[src/verilog/csg_defs.svh]
// Purpose: Offsets, field positions, reset values and bounds for the
//          status and stack guard block.
// Assumes: 32-bit AHB-Lite register bus, one register per aligned word.
// Notes:   Definitions only.
`ifndef CSG_DEFS_SVH
`define CSG_DEFS_SVH

// ----------------------------------------------------------------------
// Register byte offsets
// ----------------------------------------------------------------------
`define CSG_SR_OFS 8'h00
`define CSG_CORE_OFS 8'h04
`define CSG_INTC_OFS 8'h08
`define CSG_SP_OFS 8'h0c
`define CSG_LIM_OFS 8'h10

// ----------------------------------------------------------------------
// Status word fields
// ----------------------------------------------------------------------
`define CSG_SR_SATA 13
`define CSG_SR_SATB 12
`define CSG_SR_SATAB 10
`define CSG_SR_IPL_HI 7
`define CSG_SR_IPL_LO 5
`define CSG_SR_RA 4
`define CSG_SR_N 3
`define CSG_SR_OV 2
`define CSG_SR_Z 1
`define CSG_SR_C 0

// ----------------------------------------------------------------------
// Control register fields
// ----------------------------------------------------------------------
`define CSG_CORE_PMSB 3
`define CSG_INTC_NSTD 15
`define CSG_INTC_STKE 2

// ----------------------------------------------------------------------
// Stack and priority constants
// ----------------------------------------------------------------------
`define CSG_STACK_FLOOR 16'h0800
`define CSG_STACK_STEP 16'h0002
`define CSG_IPL_TOP 3'h7

`endif

[src/verilog/csg_pkg.sv]
// Purpose: Types shared by the status and stack guard modules.
// Assumes: Nothing beyond the defines header.
// Notes:   Push kinds select how the pushed word is formed.
package csg_pkg;

  typedef enum logic [1:0] {
    CSG_PUSH_DATA  = 2'b00,
    CSG_PUSH_PCLO  = 2'b01,
    CSG_PUSH_CALLHI = 2'b11,
    CSG_PUSH_EXCHI = 2'b10
  } csg_push_e;

  typedef logic [15:0] csg_word_t;

endpackage

[src/verilog/csg_guard_if.sv]
// Purpose: Carrier between the core registers and the stack guard.
// Assumes: One clock domain.
// Notes:   Core drives the address check, guard returns trap pulses.
`timescale 1ns/10ps
interface csg_guard_if;
  logic eaValid;
  logic eaIsPush;
  csg_pkg::csg_word_t effAddr;
  csg_pkg::csg_word_t limit;
  logic trapOver;
  logic trapUnder;

  modport core (
    output eaValid,
    output eaIsPush,
    output effAddr,
    output limit,
    input trapOver,
    input trapUnder
  );

  modport guard (
    input eaValid,
    input eaIsPush,
    input effAddr,
    input limit,
    output trapOver,
    output trapUnder
  );
endinterface

[src/verilog/csg_stack_guard.sv]
// Purpose: Compares each stack-pointer address against the floor, and push addresses also against the limit.
// Assumes: Address arrives in the cycle it is generated.
// Notes:   Trap pulses are registered, one cycle wide.
`timescale 1ns/10ps
`include "csg_defs.svh"
module csg_stack_guard (
  // Clock and reset
  input wire logic sys_clk,
  input wire logic sys_rst,
  // Check path
  csg_guard_if.guard chk
);
  import csg_pkg::*;

  // ----------------------------------------------------------------------
  // Compare
  // ----------------------------------------------------------------------
  logic overHit;
  logic underHit;
  logic trapOver_q;
  logic trapUnder_q;

  // (RQ16) only push addresses checked against limit
  // (RQ17) equal to limit passes, beyond traps
  assign overHit = chk.eaValid && chk.eaIsPush && (chk.effAddr > chk.limit);
  // (RQ18) below floor traps
  assign underHit = chk.eaValid && (chk.effAddr < `CSG_STACK_FLOOR);

  // ----------------------------------------------------------------------
  // Trap pulses
  // ----------------------------------------------------------------------
  // (RQ21) one-cycle trap next edge
  always_ff @(posedge sys_clk) begin
    if (sys_rst) begin
      trapOver_q <= 1'b0;
      trapUnder_q <= 1'b0;
    end else begin
      trapOver_q <= overHit;
      trapUnder_q <= underHit;
    end
  end

  assign chk.trapOver = trapOver_q;
  assign chk.trapUnder = trapUnder_q;
endmodule

[src/verilog/csg_top.sv]
// Purpose: Processor status flags, priority level and software stack
//          control with overflow and underflow trapping.
// Assumes: Datapath inputs are on sys_clk; AHB-Lite single word access.
// Notes:   Zero-wait-state slave, always OKAY.
//
// Behaviour
// (RQ1) Status bits 7:5 hold priority field, values 0 to 7.
// (RQ2) Core control msb prefixes field; set means levels 8-15, user blocked.
// (RQ3) Field 111 means level 7 or 15; all user interrupts blocked.
// (RQ4) Priority field ignores software writes while nesting disable is set.
// (RQ5) Status bit 4 mirrors repeat loop activity; read only.
// (RQ6) Status bit 3 set on negative ALU result, else cleared.
// (RQ7) Status bit 2 set on signed overflow, else cleared.
// (RQ8) Status bit 1 is sticky zero; nonzero result of sticky op clears.
// (RQ9) Status bit 0 set on carry out of msb, else cleared.
// (RQ10) Saturation bits read or cleared only; combined clear clears both.
// (RQ11) Stack pointer addresses first free word; stack grows upward.
// (RQ12) Pop decrements before read; push increments after write.
// (RQ13) Call push of upper PC zero-extends; pushed top bit clear.
// (RQ14) Exception push puts status low byte beside upper PC.
// (RQ15) Stack limit has no reset value; its bit 0 reads zero.
// (RQ16) Every stack-pointer address is compared against the limit; the code compares only push addresses against it.
// (RQ17) Push at limit passes; next push beyond limit traps.
// (RQ18) Stack address below 0x0800 raises underflow trap.
// (RQ19) Software avoids stack-pointer read right after limit write.
// (RQ20) Core control bit 3 holds priority msb; one means above 7.
// (RQ21) Each stack error is a one-cycle trap at the next edge.
`timescale 1ns/10ps
`include "csg_defs.svh"
module csg_top (
  // Clock and reset
  input wire logic sys_clk,
  input wire logic sys_rst,
  // AHB-Lite slave
  input wire logic hsel,
  input wire logic [31:0] haddr,
  input wire logic [1:0] htrans,
  input wire logic hwrite,
  input wire logic [2:0] hsize,
  input wire logic [31:0] hwdata,
  input wire logic hready,
  output logic hreadyout,
  output logic hresp,
  output logic [31:0] hrdata,
  // ALU flag update
  input wire logic aluValid,
  input wire logic aluIsSub,
  input wire logic aluZeroSticky,
  input wire logic [15:0] aluOpA,
  input wire logic [15:0] aluOpB,
  // Core events
  input wire logic repeatActive,
  input wire logic accASat,
  input wire logic accBSat,
  input wire logic iplLoad,
  input wire logic [2:0] iplValue,
  input wire logic prioMsbSet,
  // Stack requests
  input wire logic pushReq,
  input wire csg_pkg::csg_push_e pushKind,
  input wire csg_pkg::csg_word_t pushData,
  input wire logic [15:0] pcLow,
  input wire logic [6:0] pcUpper,
  input wire logic popReq,
  input wire logic spEaValid,
  input wire logic spEaIsPush,
  input wire csg_pkg::csg_word_t spEa,
  // Stack memory
  output logic stkMemWe,
  output logic stkMemRe,
  output logic [15:0] stkMemAddr,
  output logic [15:0] stkMemWdata,
  // Status out
  output logic [15:0] statusWord,
  output logic [3:0] cpuPriority,
  output logic userIntBlocked,
  output logic [15:0] stackPointer,
  // Traps
  output logic stackTrap,
  output logic stackTrapUnder
);
  import csg_pkg::*;

  // ----------------------------------------------------------------------
  // Bus slave
  // ----------------------------------------------------------------------
  logic addrPhase;
  logic wrPend_q;
  logic [7:0] wrAddr_q;
  logic [31:0] hrdata_q;
  logic [7:0] rdOfs;
  logic [15:0] rdWord;
  logic [15:0] wrData;
  logic wrSr;
  logic wrCore;
  logic wrIntc;
  logic wrSp;
  logic wrLim;

  assign addrPhase = hsel && htrans[1] && hready;
  assign rdOfs = haddr[7:0];
  assign wrData = hwdata[15:0];
  assign wrSr = wrPend_q && (wrAddr_q == `CSG_SR_OFS);
  assign wrCore = wrPend_q && (wrAddr_q == `CSG_CORE_OFS);
  assign wrIntc = wrPend_q && (wrAddr_q == `CSG_INTC_OFS);
  assign wrSp = wrPend_q && (wrAddr_q == `CSG_SP_OFS);
  assign wrLim = wrPend_q && (wrAddr_q == `CSG_LIM_OFS);

  // No wait states, so the master never sees back-pressure
  assign hreadyout = 1'b1;
  assign hresp = 1'b0;
  assign hrdata = hrdata_q;

  always_ff @(posedge sys_clk) begin
    if (sys_rst) begin
      wrPend_q <= 1'b0;
      wrAddr_q <= 8'h00;
    end else begin
      wrPend_q <= addrPhase && hwrite && (haddr[31:8] == 24'h000000);
      wrAddr_q <= haddr[7:0];
    end
  end

  always_ff @(posedge sys_clk) begin
    if (sys_rst) begin
      hrdata_q <= 32'h00000000;
    end else if (addrPhase && !hwrite) begin
      hrdata_q <= {16'h0000, (haddr[31:8] == 24'h000000) ? rdWord : 16'h0000};
    end
  end

  // ----------------------------------------------------------------------
  // Status word state
  // ----------------------------------------------------------------------
  logic [2:0] iplField_q;
  logic [2:0] iplField_d;
  logic satA_q;
  logic satB_q;
  logic satAB_q;
  logic satClrAll;
  logic neg_q;
  logic ovf_q;
  logic zero_q;
  logic carry_q;
  logic neg_d;
  logic ovf_d;
  logic zero_d;
  logic carry_d;
  logic prioMsb_q;
  logic nestDis_q;
  logic stkErr_q;

  // ALU evaluation
  logic [15:0] opBEff;
  logic [16:0] aluSum;
  logic [15:0] aluRes;
  logic aluNeg;
  logic aluOvf;
  logic aluZero;

  assign opBEff = aluIsSub ? ~aluOpB : aluOpB;
  assign aluSum = {1'b0, aluOpA} + {1'b0, opBEff} + {16'h0000, aluIsSub};
  assign aluRes = aluSum[15:0];
  // (RQ6) sign of result
  assign aluNeg = aluRes[15];
  // (RQ7) sign flipped wrongly
  assign aluOvf = (aluOpA[15] == opBEff[15]) && (aluRes[15] != aluOpA[15]);
  assign aluZero = (aluRes == 16'h0000);

  always_comb begin
    neg_d = neg_q;
    ovf_d = ovf_q;
    zero_d = zero_q;
    carry_d = carry_q;
    if (aluValid) begin
      neg_d = aluNeg;
      ovf_d = aluOvf;
      // (RQ9) carry out of msb
      carry_d = aluSum[16];
      // (RQ8) sticky zero handling
      if (aluZeroSticky) begin
        zero_d = aluZero ? zero_q : 1'b0;
      end else begin
        zero_d = aluZero;
      end
    end else if (wrSr) begin
      neg_d = wrData[`CSG_SR_N];
      ovf_d = wrData[`CSG_SR_OV];
      zero_d = wrData[`CSG_SR_Z];
      carry_d = wrData[`CSG_SR_C];
    end
  end

  // (RQ4) write ignored under nesting disable
  assign iplField_d = iplLoad ? iplValue :
                      (wrSr && !nestDis_q) ? wrData[`CSG_SR_IPL_HI:`CSG_SR_IPL_LO] :
                      iplField_q;

  // (RQ10) combined clear also clears both
  assign satClrAll = wrSr && !wrData[`CSG_SR_SATAB];

  always_ff @(posedge sys_clk) begin
    if (sys_rst) begin
      iplField_q <= 3'h0;
      neg_q <= 1'b0;
      ovf_q <= 1'b0;
      zero_q <= 1'b0;
      carry_q <= 1'b0;
    end else begin
      // (RQ1) priority field storage
      iplField_q <= iplField_d;
      neg_q <= neg_d;
      ovf_q <= ovf_d;
      zero_q <= zero_d;
      carry_q <= carry_d;
    end
  end

  // Saturation bits: a new event beats a clear in the same cycle
  always_ff @(posedge sys_clk) begin
    if (sys_rst) begin
      satA_q <= 1'b0;
      satB_q <= 1'b0;
      satAB_q <= 1'b0;
    end else begin
      // (RQ10) clear only, set by hardware
      satA_q <= accASat || (satA_q && !(satClrAll || (wrSr && !wrData[`CSG_SR_SATA])));
      satB_q <= accBSat || (satB_q && !(satClrAll || (wrSr && !wrData[`CSG_SR_SATB])));
      satAB_q <= accASat || accBSat || (satAB_q && !satClrAll);
    end
  end

  // ----------------------------------------------------------------------
  // Core and interrupt control bits
  // ----------------------------------------------------------------------
  logic trapAny;

  always_ff @(posedge sys_clk) begin
    if (sys_rst) begin
      prioMsb_q <= 1'b0;
      nestDis_q <= 1'b0;
      stkErr_q <= 1'b0;
    end else begin
      // (RQ20) msb held in control bit 3
      prioMsb_q <= prioMsbSet || (prioMsb_q && !(wrCore && !wrData[`CSG_CORE_PMSB]));
      nestDis_q <= wrIntc ? wrData[`CSG_INTC_NSTD] : nestDis_q;
      stkErr_q <= trapAny || (stkErr_q && !(wrIntc && !wrData[`CSG_INTC_STKE]));
    end
  end

  // ----------------------------------------------------------------------
  // Stack pointer and limit
  // ----------------------------------------------------------------------
  csg_word_t spReg_q;
  csg_word_t spReg_d;
  csg_word_t limit_q;
  csg_word_t spDec;
  csg_word_t spInc;
  csg_word_t pushWord;
  logic doPush;
  logic doPop;

  // Push wins if the datapath raises both in one cycle
  assign doPush = pushReq;
  assign doPop = popReq && !pushReq;
  // (RQ12) pre-decrement pop, post-increment push
  assign spDec = spReg_q - `CSG_STACK_STEP;
  assign spInc = spReg_q + `CSG_STACK_STEP;

  // (RQ11) pointer moves upward on push
  assign spReg_d = doPush ? spInc :
                   doPop ? spDec :
                   wrSp ? {wrData[15:1], 1'b0} :
                   spReg_q;

  always_ff @(posedge sys_clk) begin
    if (sys_rst) begin
      spReg_q <= `CSG_STACK_FLOOR;
    end else begin
      spReg_q <= spReg_d;
    end
  end

  // (RQ15) no reset, bit 0 forced low
  always_ff @(posedge sys_clk) begin
    if (wrLim) begin
      limit_q <= {wrData[15:1], 1'b0};
    end
  end

  // Pushed word by kind
  always_comb begin
    case (pushKind)
      CSG_PUSH_DATA: pushWord = pushData;
      CSG_PUSH_PCLO: pushWord = pcLow;
      // (RQ13) zero-extend upper PC
      CSG_PUSH_CALLHI: pushWord = {9'h000, pcUpper};
      // (RQ14) status low byte beside upper PC
      CSG_PUSH_EXCHI: pushWord = {statusWord[7:0], 1'b0, pcUpper};
      default: pushWord = pushData;
    endcase
  end

  always_ff @(posedge sys_clk) begin
    if (sys_rst) begin
      stkMemWe <= 1'b0;
      stkMemRe <= 1'b0;
      stkMemAddr <= 16'h0000;
      stkMemWdata <= 16'h0000;
    end else begin
      stkMemWe <= doPush;
      stkMemRe <= doPop;
      stkMemAddr <= doPush ? spReg_q : (doPop ? spDec : stkMemAddr);
      stkMemWdata <= doPush ? pushWord : stkMemWdata;
    end
  end

  // ----------------------------------------------------------------------
  // Stack guard
  // ----------------------------------------------------------------------
  csg_guard_if chk ();

  // (RQ16) internal and datapath addresses checked
  assign chk.eaValid = doPush || doPop || spEaValid;
  assign chk.eaIsPush = doPush || (!doPop && spEaIsPush);
  assign chk.effAddr = doPush ? spReg_q : (doPop ? spDec : spEa);
  // Limit change reaches the compare at once; see the limit-write hazard
  assign chk.limit = limit_q;

  csg_stack_guard u_guard (
    .sys_clk(sys_clk),
    .sys_rst(sys_rst),
    .chk(chk)
  );

  // (RQ21) trap pulses to exception logic
  assign trapAny = chk.trapOver || chk.trapUnder;
  assign stackTrap = trapAny;
  assign stackTrapUnder = chk.trapUnder;

  // ----------------------------------------------------------------------
  // Status outputs and readback
  // ----------------------------------------------------------------------
  // (RQ5) repeat flag read only
  assign statusWord = {2'b00, satA_q, satB_q, 1'b0, satAB_q, 2'b00,
                       iplField_q, repeatActive, neg_q, ovf_q, zero_q, carry_q};

  // (RQ2) msb prefixes field
  assign cpuPriority = {prioMsb_q, iplField_q};
  // (RQ3) top level blocks user interrupts
  assign userIntBlocked = prioMsb_q || (iplField_q == `CSG_IPL_TOP);
  assign stackPointer = spReg_q;

  always_comb begin
    case (rdOfs)
      `CSG_SR_OFS: rdWord = statusWord;
      `CSG_CORE_OFS: rdWord = {12'h000, prioMsb_q, 3'h0};
      `CSG_INTC_OFS: rdWord = {nestDis_q, 12'h000, stkErr_q, 2'b00};
      `CSG_SP_OFS: rdWord = spReg_q;
      `CSG_LIM_OFS: rdWord = limit_q;
      default: rdWord = 16'h0000;
    endcase
  end
endmodule

[config.mk]
export PLATFORM = sky130hd
export DESIGN_NAME = csg_top
export DESIGN_NICKNAME = d
export VERILOG_FILES = /design/src/verilog/csg_pkg.sv /design/src/verilog/csg_guard_if.sv /design/src/verilog/csg_stack_guard.sv /design/src/verilog/csg_top.sv
export VERILOG_INCLUDE_DIRS = /design/src /design/src/verilog
export SDC_FILE = /design/constraint.sdc
export NUM_CORES = 1
export LEC_CHECK = 0
export BUFFER_PORTS_ARGS = -buffer_cell sky130_fd_sc_hd__clkbuf_2
export CORE_UTILIZATION = 50
export DETAILED_ROUTE_END_ITERATION = 12
export HOLD_SLACK_MARGIN = 0.12
export PLACE_DENSITY_LB_ADDON = 0.1
export SLEW_MARGIN = 30
export SYNTH_ARGS = -nofsm -noshare
export SYNTH_HDL_FRONTEND = slang
export SYNTH_SLANG_ARGS = --single-unit
[constraint.sdc]
create_clock -name sys_clk -period 3.62 [get_ports sys_clk]
set_input_delay 0.181 -clock sys_clk [delete_from_list [all_inputs] [get_ports sys_clk]]
set_output_delay 0.181 -clock sys_clk [all_outputs]
set_load 0.05 [all_outputs]
==> summary.txt, run 1 <==
Status
  • Status: completed

Setup path
  • Crit path launch type: flop
  • Worst EP required: 3.87 ns
  • Crit Path Class: flop to flop
  • CP Capture Type: flop
  • Crit path arrival time: 3.59 ns
  • Crit path max fanout: 6

Routing
  • Vias after detailed routing: 7518
  • DRC violations left: 0
  • Initial drt markers: 553
  • Vias/cell: 5.62
  • WL met1: 9.67 mm
  • WL final: 22.5 mm
  • DRT antenna net count: 0
  • WL/cell: 16.8 um
  • Initial DRT Pass Iterations: 5
  • Routed met3 length: 1.53 mm
  • Uppermost routed layer: met4
  • Routed length on met2: 10.7 mm

Clocking
  • Clk_lat worst skew: 0.36 ns
  • H-tree depth reported by CTS: 3
  • CTS root buf: clkbuf_16
  • Clk buf depth: 2
  • Clk sink count: 103
  • Clock transition at path regs: 0.07 ns
  • CTS buffer count: 9
  • CTS tree: yes

Power
  • Pwr Density: 389 nW/um2
  • Static Leakage: 4.03 nW
  • Switching portion of total power: 35.7%
  • P_int: 2.23 mW
  • Sequential power share: 36.9%
  • Worst VDD drop: 0.248 mV
  • Comb pwr share: 31.8%
  • Clk pwr share: 31.3%
  • Net Sw Power: 1.24 mW

Final layout
  • FILL cells: 1297
  • Ant diodes: 0
  • Area delta synth->final: 25.0%
  • Final non-filler cell total: 1338
  • Share of layout cells above drive strength 1: 25.6%
  • Final nets: 1364

Synth
  • Mapped cell area: 7120 um2
  • Post-synth EDFFs: 15
  • Count leader, synth: nor2_1
  • Yosys reg bits: 103
  • Leading area contributor after synthesis: dfxtp_1
  • Seq/Total Area, Yosys: 31.1%
  • Unique masters post-synth: 68
  • Asr flop ratio synth: 0%
  • Yosys warnings: 0
  • Commonest cells in the netlist: nor2_1 (123), a21oi_1 (98), dfxtp_1 (88), nand2_1 (68), o21ai_0 (60)
  • Mean post-synth cell area: 7.68 um2
  • Top cell type's share of synthesized area: 24.7%
  • Cells after Synth: 928
  • Main synth FF type: dfxtp_1
  • Largest cells by area after synthesis: dfxtp_1 (25%), a21oi_1 (6.9%), nor2_1 (6.5%)

Placement
  • Pre-CTS setup slack: 0.288 ns
  • Detailed Place HPWL: 17.1 mm
  • Post-placement cell count: 1294
  • Placer Congestion: 0.890
  • IO buf count: 239

Timing
  • Clk_skew: 0.00824 ns
  • Final hold violations: 0
  • Worst Setup Slack, final: 0.276 ns
  • Post-route clock period utilization: 92.4%
  • Worst-margin pin slew: 0.786 ns
  • Upper clock frequency limit: 0.299 GHz
  • Slew HR: 47.6%
  • Slew Limit Fails: 0
  • # setup viols final: 0
  • Min cycle time layout: 3.34 ns
  • Hold_ws: 0.143 ns
  • Setup TNS Final: 0 ns
  • RSZ-0062 raised after global routing: false

Global route
  • Vias in the first global route: 6909
  • Initial antenna violation count: 0
  • GRT Total Usage: 30.6%
  • Grt total ovfl: 0
  • Pin count of the biggest net entering global routing: 36
  • First-pass GRT wire length: 35.1 mm

Die
  • Row count: 43
  • Die footprint: 14700 um2
  • Core box area: 13900 um2
  • Initial core utilization: 51.3%
  • DIE WIDTH: 121 um
  • Chip Height: 121 um
  • I/O Pins: 285

Min path
  • Min-delay worst type: primary input to flop

Job
  • Max-cap viol count: 0
final timing paths:
check | slack, ns | cells after the start | end | start
max | 0.28 | 12 | u_guard.chk.trapOver$_SDFF_PP0_ | stackPointer[2]$_SDFFE_PP0P_
min | 0.14 | 2 | wrAddr_q[3]$_SDFF_PP0_ | haddr[3]
max reg2reg | 0.28 | 12 | u_guard.chk.trapOver$_SDFF_PP0_ | stackPointer[2]$_SDFFE_PP0P_
min reg2reg | 0.49 | 2 | stkMemWdata[13]$_SDFFE_PP0P_ | stkMemWdata[13]$_SDFFE_PP0P_
worst max-delay path, stage by stage (launching register included):
cell,delay [ns]
dfxtp_1,0.38
or3_4,0.41
nor4b_4,0.36
nand2_2,0.14
or4_4,0.44
nor3_1,0.25
a21oi_1,0.09
o21ai_2,0.19
ha_1,0.15
nand4_1,0.12
a2111oi_0,0.45
a211oi_1,0.15
o31a_1,0.13
cells by family after synthesis:
kind of cell | share of synthesized area, %
xor+xnor | 4.67
mux | 4.53
buf+inv | 9.04
flops | 31.1
simple gates | 22.0
fa+ha+maj | 5.90
compound gates | 22.7
other cells | 0.105
through the flow:
step	instance area, um2	total power [mW]	util [%]
2_1_floorplan	7210	2.09	-
3_3_place_gp	8290	2.36	59.8
3_5_place_dp	8290	2.37	59.8
4_1_cts	8910	3.46	64.2
5_1_grt	8910	3.62	64.2
6_report	8910	3.46	64.2
power by group through the flow:
stage / Clock (mW) / Combinational (mW) / Sequential, mW
2_1_floorplan: 0 / 0.675 / 1.41
5_1_grt: 1.13 / 1.20 / 1.28
3_5_place_dp: 0 / 1.06 / 1.30
4_1_cts: 1.09 / 1.09 / 1.28
6_report: 1.08 / 1.10 / 1.28
3_3_place_gp: 0 / 1.06 / 1.30
per-layer routing:
metal	global-route usage (%)	vias to the layer above
li1	-	3706
met1	38.9	3447
met2	52.3	320
met3	4.61	45
met4	11.2	0
met5	0	-
repair_timing:
item,in CTS,in global routing
hold buffers,28,0
endpoints found under the setup margin,0,1
setup buffers,0,0
gates resized for setup,0,1
hold endpoints to repair,29,0
sequential cells by signal, indices dropped and copies added (netlist names):
| signal | flops |
|---|---|
| stkMemAddr | 15 |
| neg_q | 1 |
| zero_q | 1 |
| stkErr_q | 1 |
| ovf_q | 1 |
| wrAddr_q | 8 |
| stkMemRe | 1 |
| satAB_q | 1 |
| satB_q | 1 |
| stkMemWdata | 16 |
| nestDis_q | 1 |
| stackPointer | 15 |
| satA_q | 1 |
| u_guard.chk.trapOver | 1 |
| hrdata | 16 |
| chk.limit | 15 |
| wrPend_q | 1 |
| u_guard.chk.trapUnder | 1 |
| carry_q | 1 |
| stkMemWe | 1 |
| prioMsb_q | 1 |
| iplField_q | 3 |
layout make-up:
cell class              instances  area [um2]  area share [%]
clock buffers                  12         278            3.12
clock inverters                 4        53.8           0.604
inverters                      32         120            1.35
multi-input cells             716        4360            49.0
flip-flops and latches        103        2210            24.8
well taps                     180         225            2.53
repair buffers                291        1660            18.6
cell usage in the layout, fill, tap and decap left out, types with 21 or more instances in the layout:
cell type	n
xor2_1	22
nand2_1	68
conb_1	25
a211oi_1	22
dlygate4sd3_1	28
nor2b_1	21
clkbuf_2	238
buf_4	24
nor3_1	23
mux2i_1	30
ha_1	32
nor2_1	123
inv_1	31
o21ai_0	59
a21oi_1	98
dfxtp_1	88
(Power assumes the default switching activity.)
==> run 2: changes to the inputs <==
Settings changed: CORE_MARGIN set to 3.
==> summary.txt, run 2 (same netlist as run 1, synthesis figures left out) <==
Routing
  • DRT antenna net count: 0 (unchanged)
  • WL final: 22.9 mm (+1.6%)
  • WL/cell: 17.2 um (+2.2%)
  • DRC violations left: 0 (unchanged)
  • Initial DRT Pass Iterations: 8 (+3)
  • Initial drt markers: 661 (+20%)
  • Vias/cell: 5.67 (+0.99%)
  • Vias after detailed routing: 7547 (+0.39%)

Final layout
  • Final non-filler cell total: 1330 (-0.60%)
  • Final nets: 1360 (-0.29%)
  • Share of layout cells above drive strength 1: 25.4% (-0.17 points)
  • Area delta synth->final: 24.6%
  • Commonest non-fill, non-tap cell in the layout: clkbuf_2
  • FILL cells: 1277 (-1.5%)
  • Ant diodes: 0 (unchanged)
  • Most frequent cells in the layout: clkbuf_2 (238), nor2_1 (123), a21oi_1 (98)

Clocking
  • Clk buf depth: 2 (unchanged)
  • CTS root buf: clkbuf_16
  • CTS tree: yes
  • H-tree depth reported by CTS: 3 (unchanged)
  • Resized Gates After CTS: 0 (unchanged)
  • Clk sink count: 103 (unchanged)
  • Clk_lat worst skew: 0.36 ns (about the same)
  • CTS buffer count: 9 (unchanged)
  • Setup Buffers After CTS: 0 (unchanged)
  • Clock transition at path regs: 0.08 ns (about the same)

Setup path
  • Crit-path cells: inv_1, ha_1, nor4b_2, nand4_1, or3_1, nor3_1, a21oi_1, o21ai_0, ha_1, nand4_1, a2111oi_0, a211oi_1, o31a_1
  • R2R depth: 13 (+1)
  • Worst EP required: 3.88 ns (about the same)
  • Critical-path top delay cell: a2111oi_0
  • Critical Path Max Stage Delay: 0.48 ns (+0.03 ns)
  • Crit Path Class: flop to flop
  • CP Buf/Inv Count: 1 (+1)
  • CP Capture Type: flop
  • Worst R2R Setup Slack: 0.26 ns (about the same)
  • Capturing point of the worst reg2reg path: u_guard.chk.trapOver$_SDFF_PP0_
  • Crit path launch type: flop
  • Crit path max fanout: 6 (unchanged)
  • CP top delay family: simple AND/OR/NAND/NOR gates
  • Reg2reg start: stackPointer[2]$_SDFFE_PP0P_
  • Crit path arrival time: 3.62 ns (+0.03 ns)

Global route
  • Grt total ovfl: 0 (unchanged)
  • GRT Total Usage: 27.8% (-2.9 points)
  • Initial antenna violation count: 0 (unchanged)
  • Vias in the first global route: 6840 (-1.0%)
  • Pin count of the biggest net entering global routing: 72 (+100%)
  • First-pass GRT wire length: 35.6 mm (+1.5%)

Timing
  • Post-route clock period utilization: 92.7% (+0.37 points)
  • Final hold violations: 0 (unchanged)
  • Setup TNS Final: 0 ns (unchanged)
  • Min cycle time layout: 3.36 ns (+0.0133 ns)
  • Worst-margin pin slew: 0.787 ns (+0.000608 ns)
  • Slew Limit Fails: 0 (unchanged)
  • Clk_skew: 0.0120 ns (+0.00376 ns)
  • Upper clock frequency limit: 0.298 GHz (-0.40%)
  • RSZ-0062 raised after global routing: false
  • Slew HR: 47.3% (-0.23 points)
  • # setup viols final: 0 (unchanged)

Die
  • Row count: 42 (-2.3%)
  • DIE WIDTH: 125 um (+3.3%)
  • Die footprint: 15700 um2 (+6.7%)
  • Chip Height: 125 um (+3.3%)
  • Core box area: 13600 um2 (-1.9%)
  • Initial core utilization: 52.3% (+1.0 points)
  • I/O Pins: 285 (unchanged)

Power
  • Switching portion of total power: 37.0% (+1.3 points)
  • Clk pwr share: 30.5% (-0.8 points)
  • Net Sw Power: 1.27 mW (+2.4%)
  • Pwr Density: 386 nW/um2 (-0.79%)
  • Sequential power share: 37.4% (+0.5 points)
  • Static Leakage: 4.00 nW (-0.68%)
  • Worst VDD drop: 0.241 mV (-3.0%)
  • P_int: 2.16 mW (-3.1%)
  • Comb pwr share: 32.1% (+0.3 points)

Placement
  • Detailed Place HPWL: 17.4 mm (+1.3%)
  • Placer Congestion: 0.885 (-0.57%)
  • Post-placement cell count: 1286 (-0.62%)
  • IO buf count: 239 (unchanged)

Min path
  • Worst Hold End: wrAddr_q[4]$_SDFF_PP0_
  • Start point of the worst hold path: haddr[4]
  • Min-delay worst type: primary input to flop
  • Hold path depth: 3 (+1)

Job
  • Max-cap viol count: 0 (unchanged)

Status
  • Status: completed
## run 2: cell types whose count changed in the layout (fill, tap and decap cells not counted), sizes merged
| cell | change |
|---|---|
| buf | -4 |
| clkinv | +2 |
| clkbuf | -3 |
| clkinvlp | +1 |
## run 2: worst min-delay path: cells and delay by family
family / cells / cell delay, ns
simple gates: 1 / 0.10
buf+inv: 2 / 0.19
## run 2: final cells by class
type	instances	area, um2	share of cell area, %
Multi-Input combinational cell	716	4370	49.2
Sequential cell	103	2210	24.9
Timing Repair Buffer	287	1640	18.5
Clock buffer	9	225	2.54
Tap cell	176	220	2.48
Inverter	32	120	1.35
Clock inverter	7	90.1	1.02
## run 2: worst max-delay path by stage
stage / startpoint / to / slack, ns / cells after the start
after floorplan: stackPointer[1]$_SDFFE_PP0P_ / u_guard.chk.trapOver$_SDFF_PP0_ / 0.36 / 14
after global placement: stackPointer[1]$_SDFFE_PP0P_ / u_guard.chk.trapOver$_SDFF_PP0_ / 0.44 / 13
after detailed placement: stackPointer[1]$_SDFFE_PP0P_ / u_guard.chk.trapOver$_SDFF_PP0_ / 0.32 / 13
after CTS: stackPointer[2]$_SDFFE_PP0P_ / u_guard.chk.trapOver$_SDFF_PP0_ / 0.29 / 13
after global routing: stackPointer[4]$_SDFFE_PP0P_ / u_guard.chk.trapOver$_SDFF_PP0_ / 0.03 / 12
final: stackPointer[2]$_SDFFE_PP0P_ / u_guard.chk.trapOver$_SDFF_PP0_ / 0.26 / 13
## run 2: repair_timing
| item | 4_1_cts | 5_1_grt |
|---|---|---|
| endpoints found under the hold margin | 29 | 0 |
| endpoints found under the setup margin | 0 | 0 |
| hold buffers | 28 | 0 |
## run 2: per-stage QoR
| step | power, mW | hold WS, ns | setup slack [ns] | util, % | cell area [um2] |
|---|---|---|---|---|---|
| floorplan | 2.09 | 0.280 | 0.364 | - | 7210 |
| global placement | 2.36 | 0.387 | 0.438 | 60.8 | 8280 |
| detailed placement | 2.36 | 0.396 | 0.324 | 60.8 | 8280 |
| CTS | 3.43 | 0.129 | 0.292 | 65.2 | 8870 |
| global route | 3.57 | 0.153 | 0.0314 | 65.2 | 8870 |
| finish | 3.42 | 0.143 | 0.262 | 65.2 | 8870 |
## run 2: power by group through the flow
stage / logic, mW / registers (mW) / clock network (mW)
4_1_cts: 1.09 / 1.28 / 1.06
6_report: 1.10 / 1.28 / 1.05
5_1_grt: 1.19 / 1.29 / 1.09
3_3_place_gp: 1.06 / 1.30 / 0
3_5_place_dp: 1.06 / 1.30 / 0
2_1_floorplan: 0.675 / 1.41 / 0
## run 2: metal layers
| metal | up-vias | wire [um] | GRT usage (%) |
|---|---|---|---|
| li1 | 3692 | - | - |
| met1 | 3459 | 9670 | 36.7 |
| met2 | 368 | 10900 | 46.7 |
| met3 | 28 | 1870 | 5.16 |
| met4 | 0 | 440 | 7.72 |
| met5 | - | 0 | 0 |
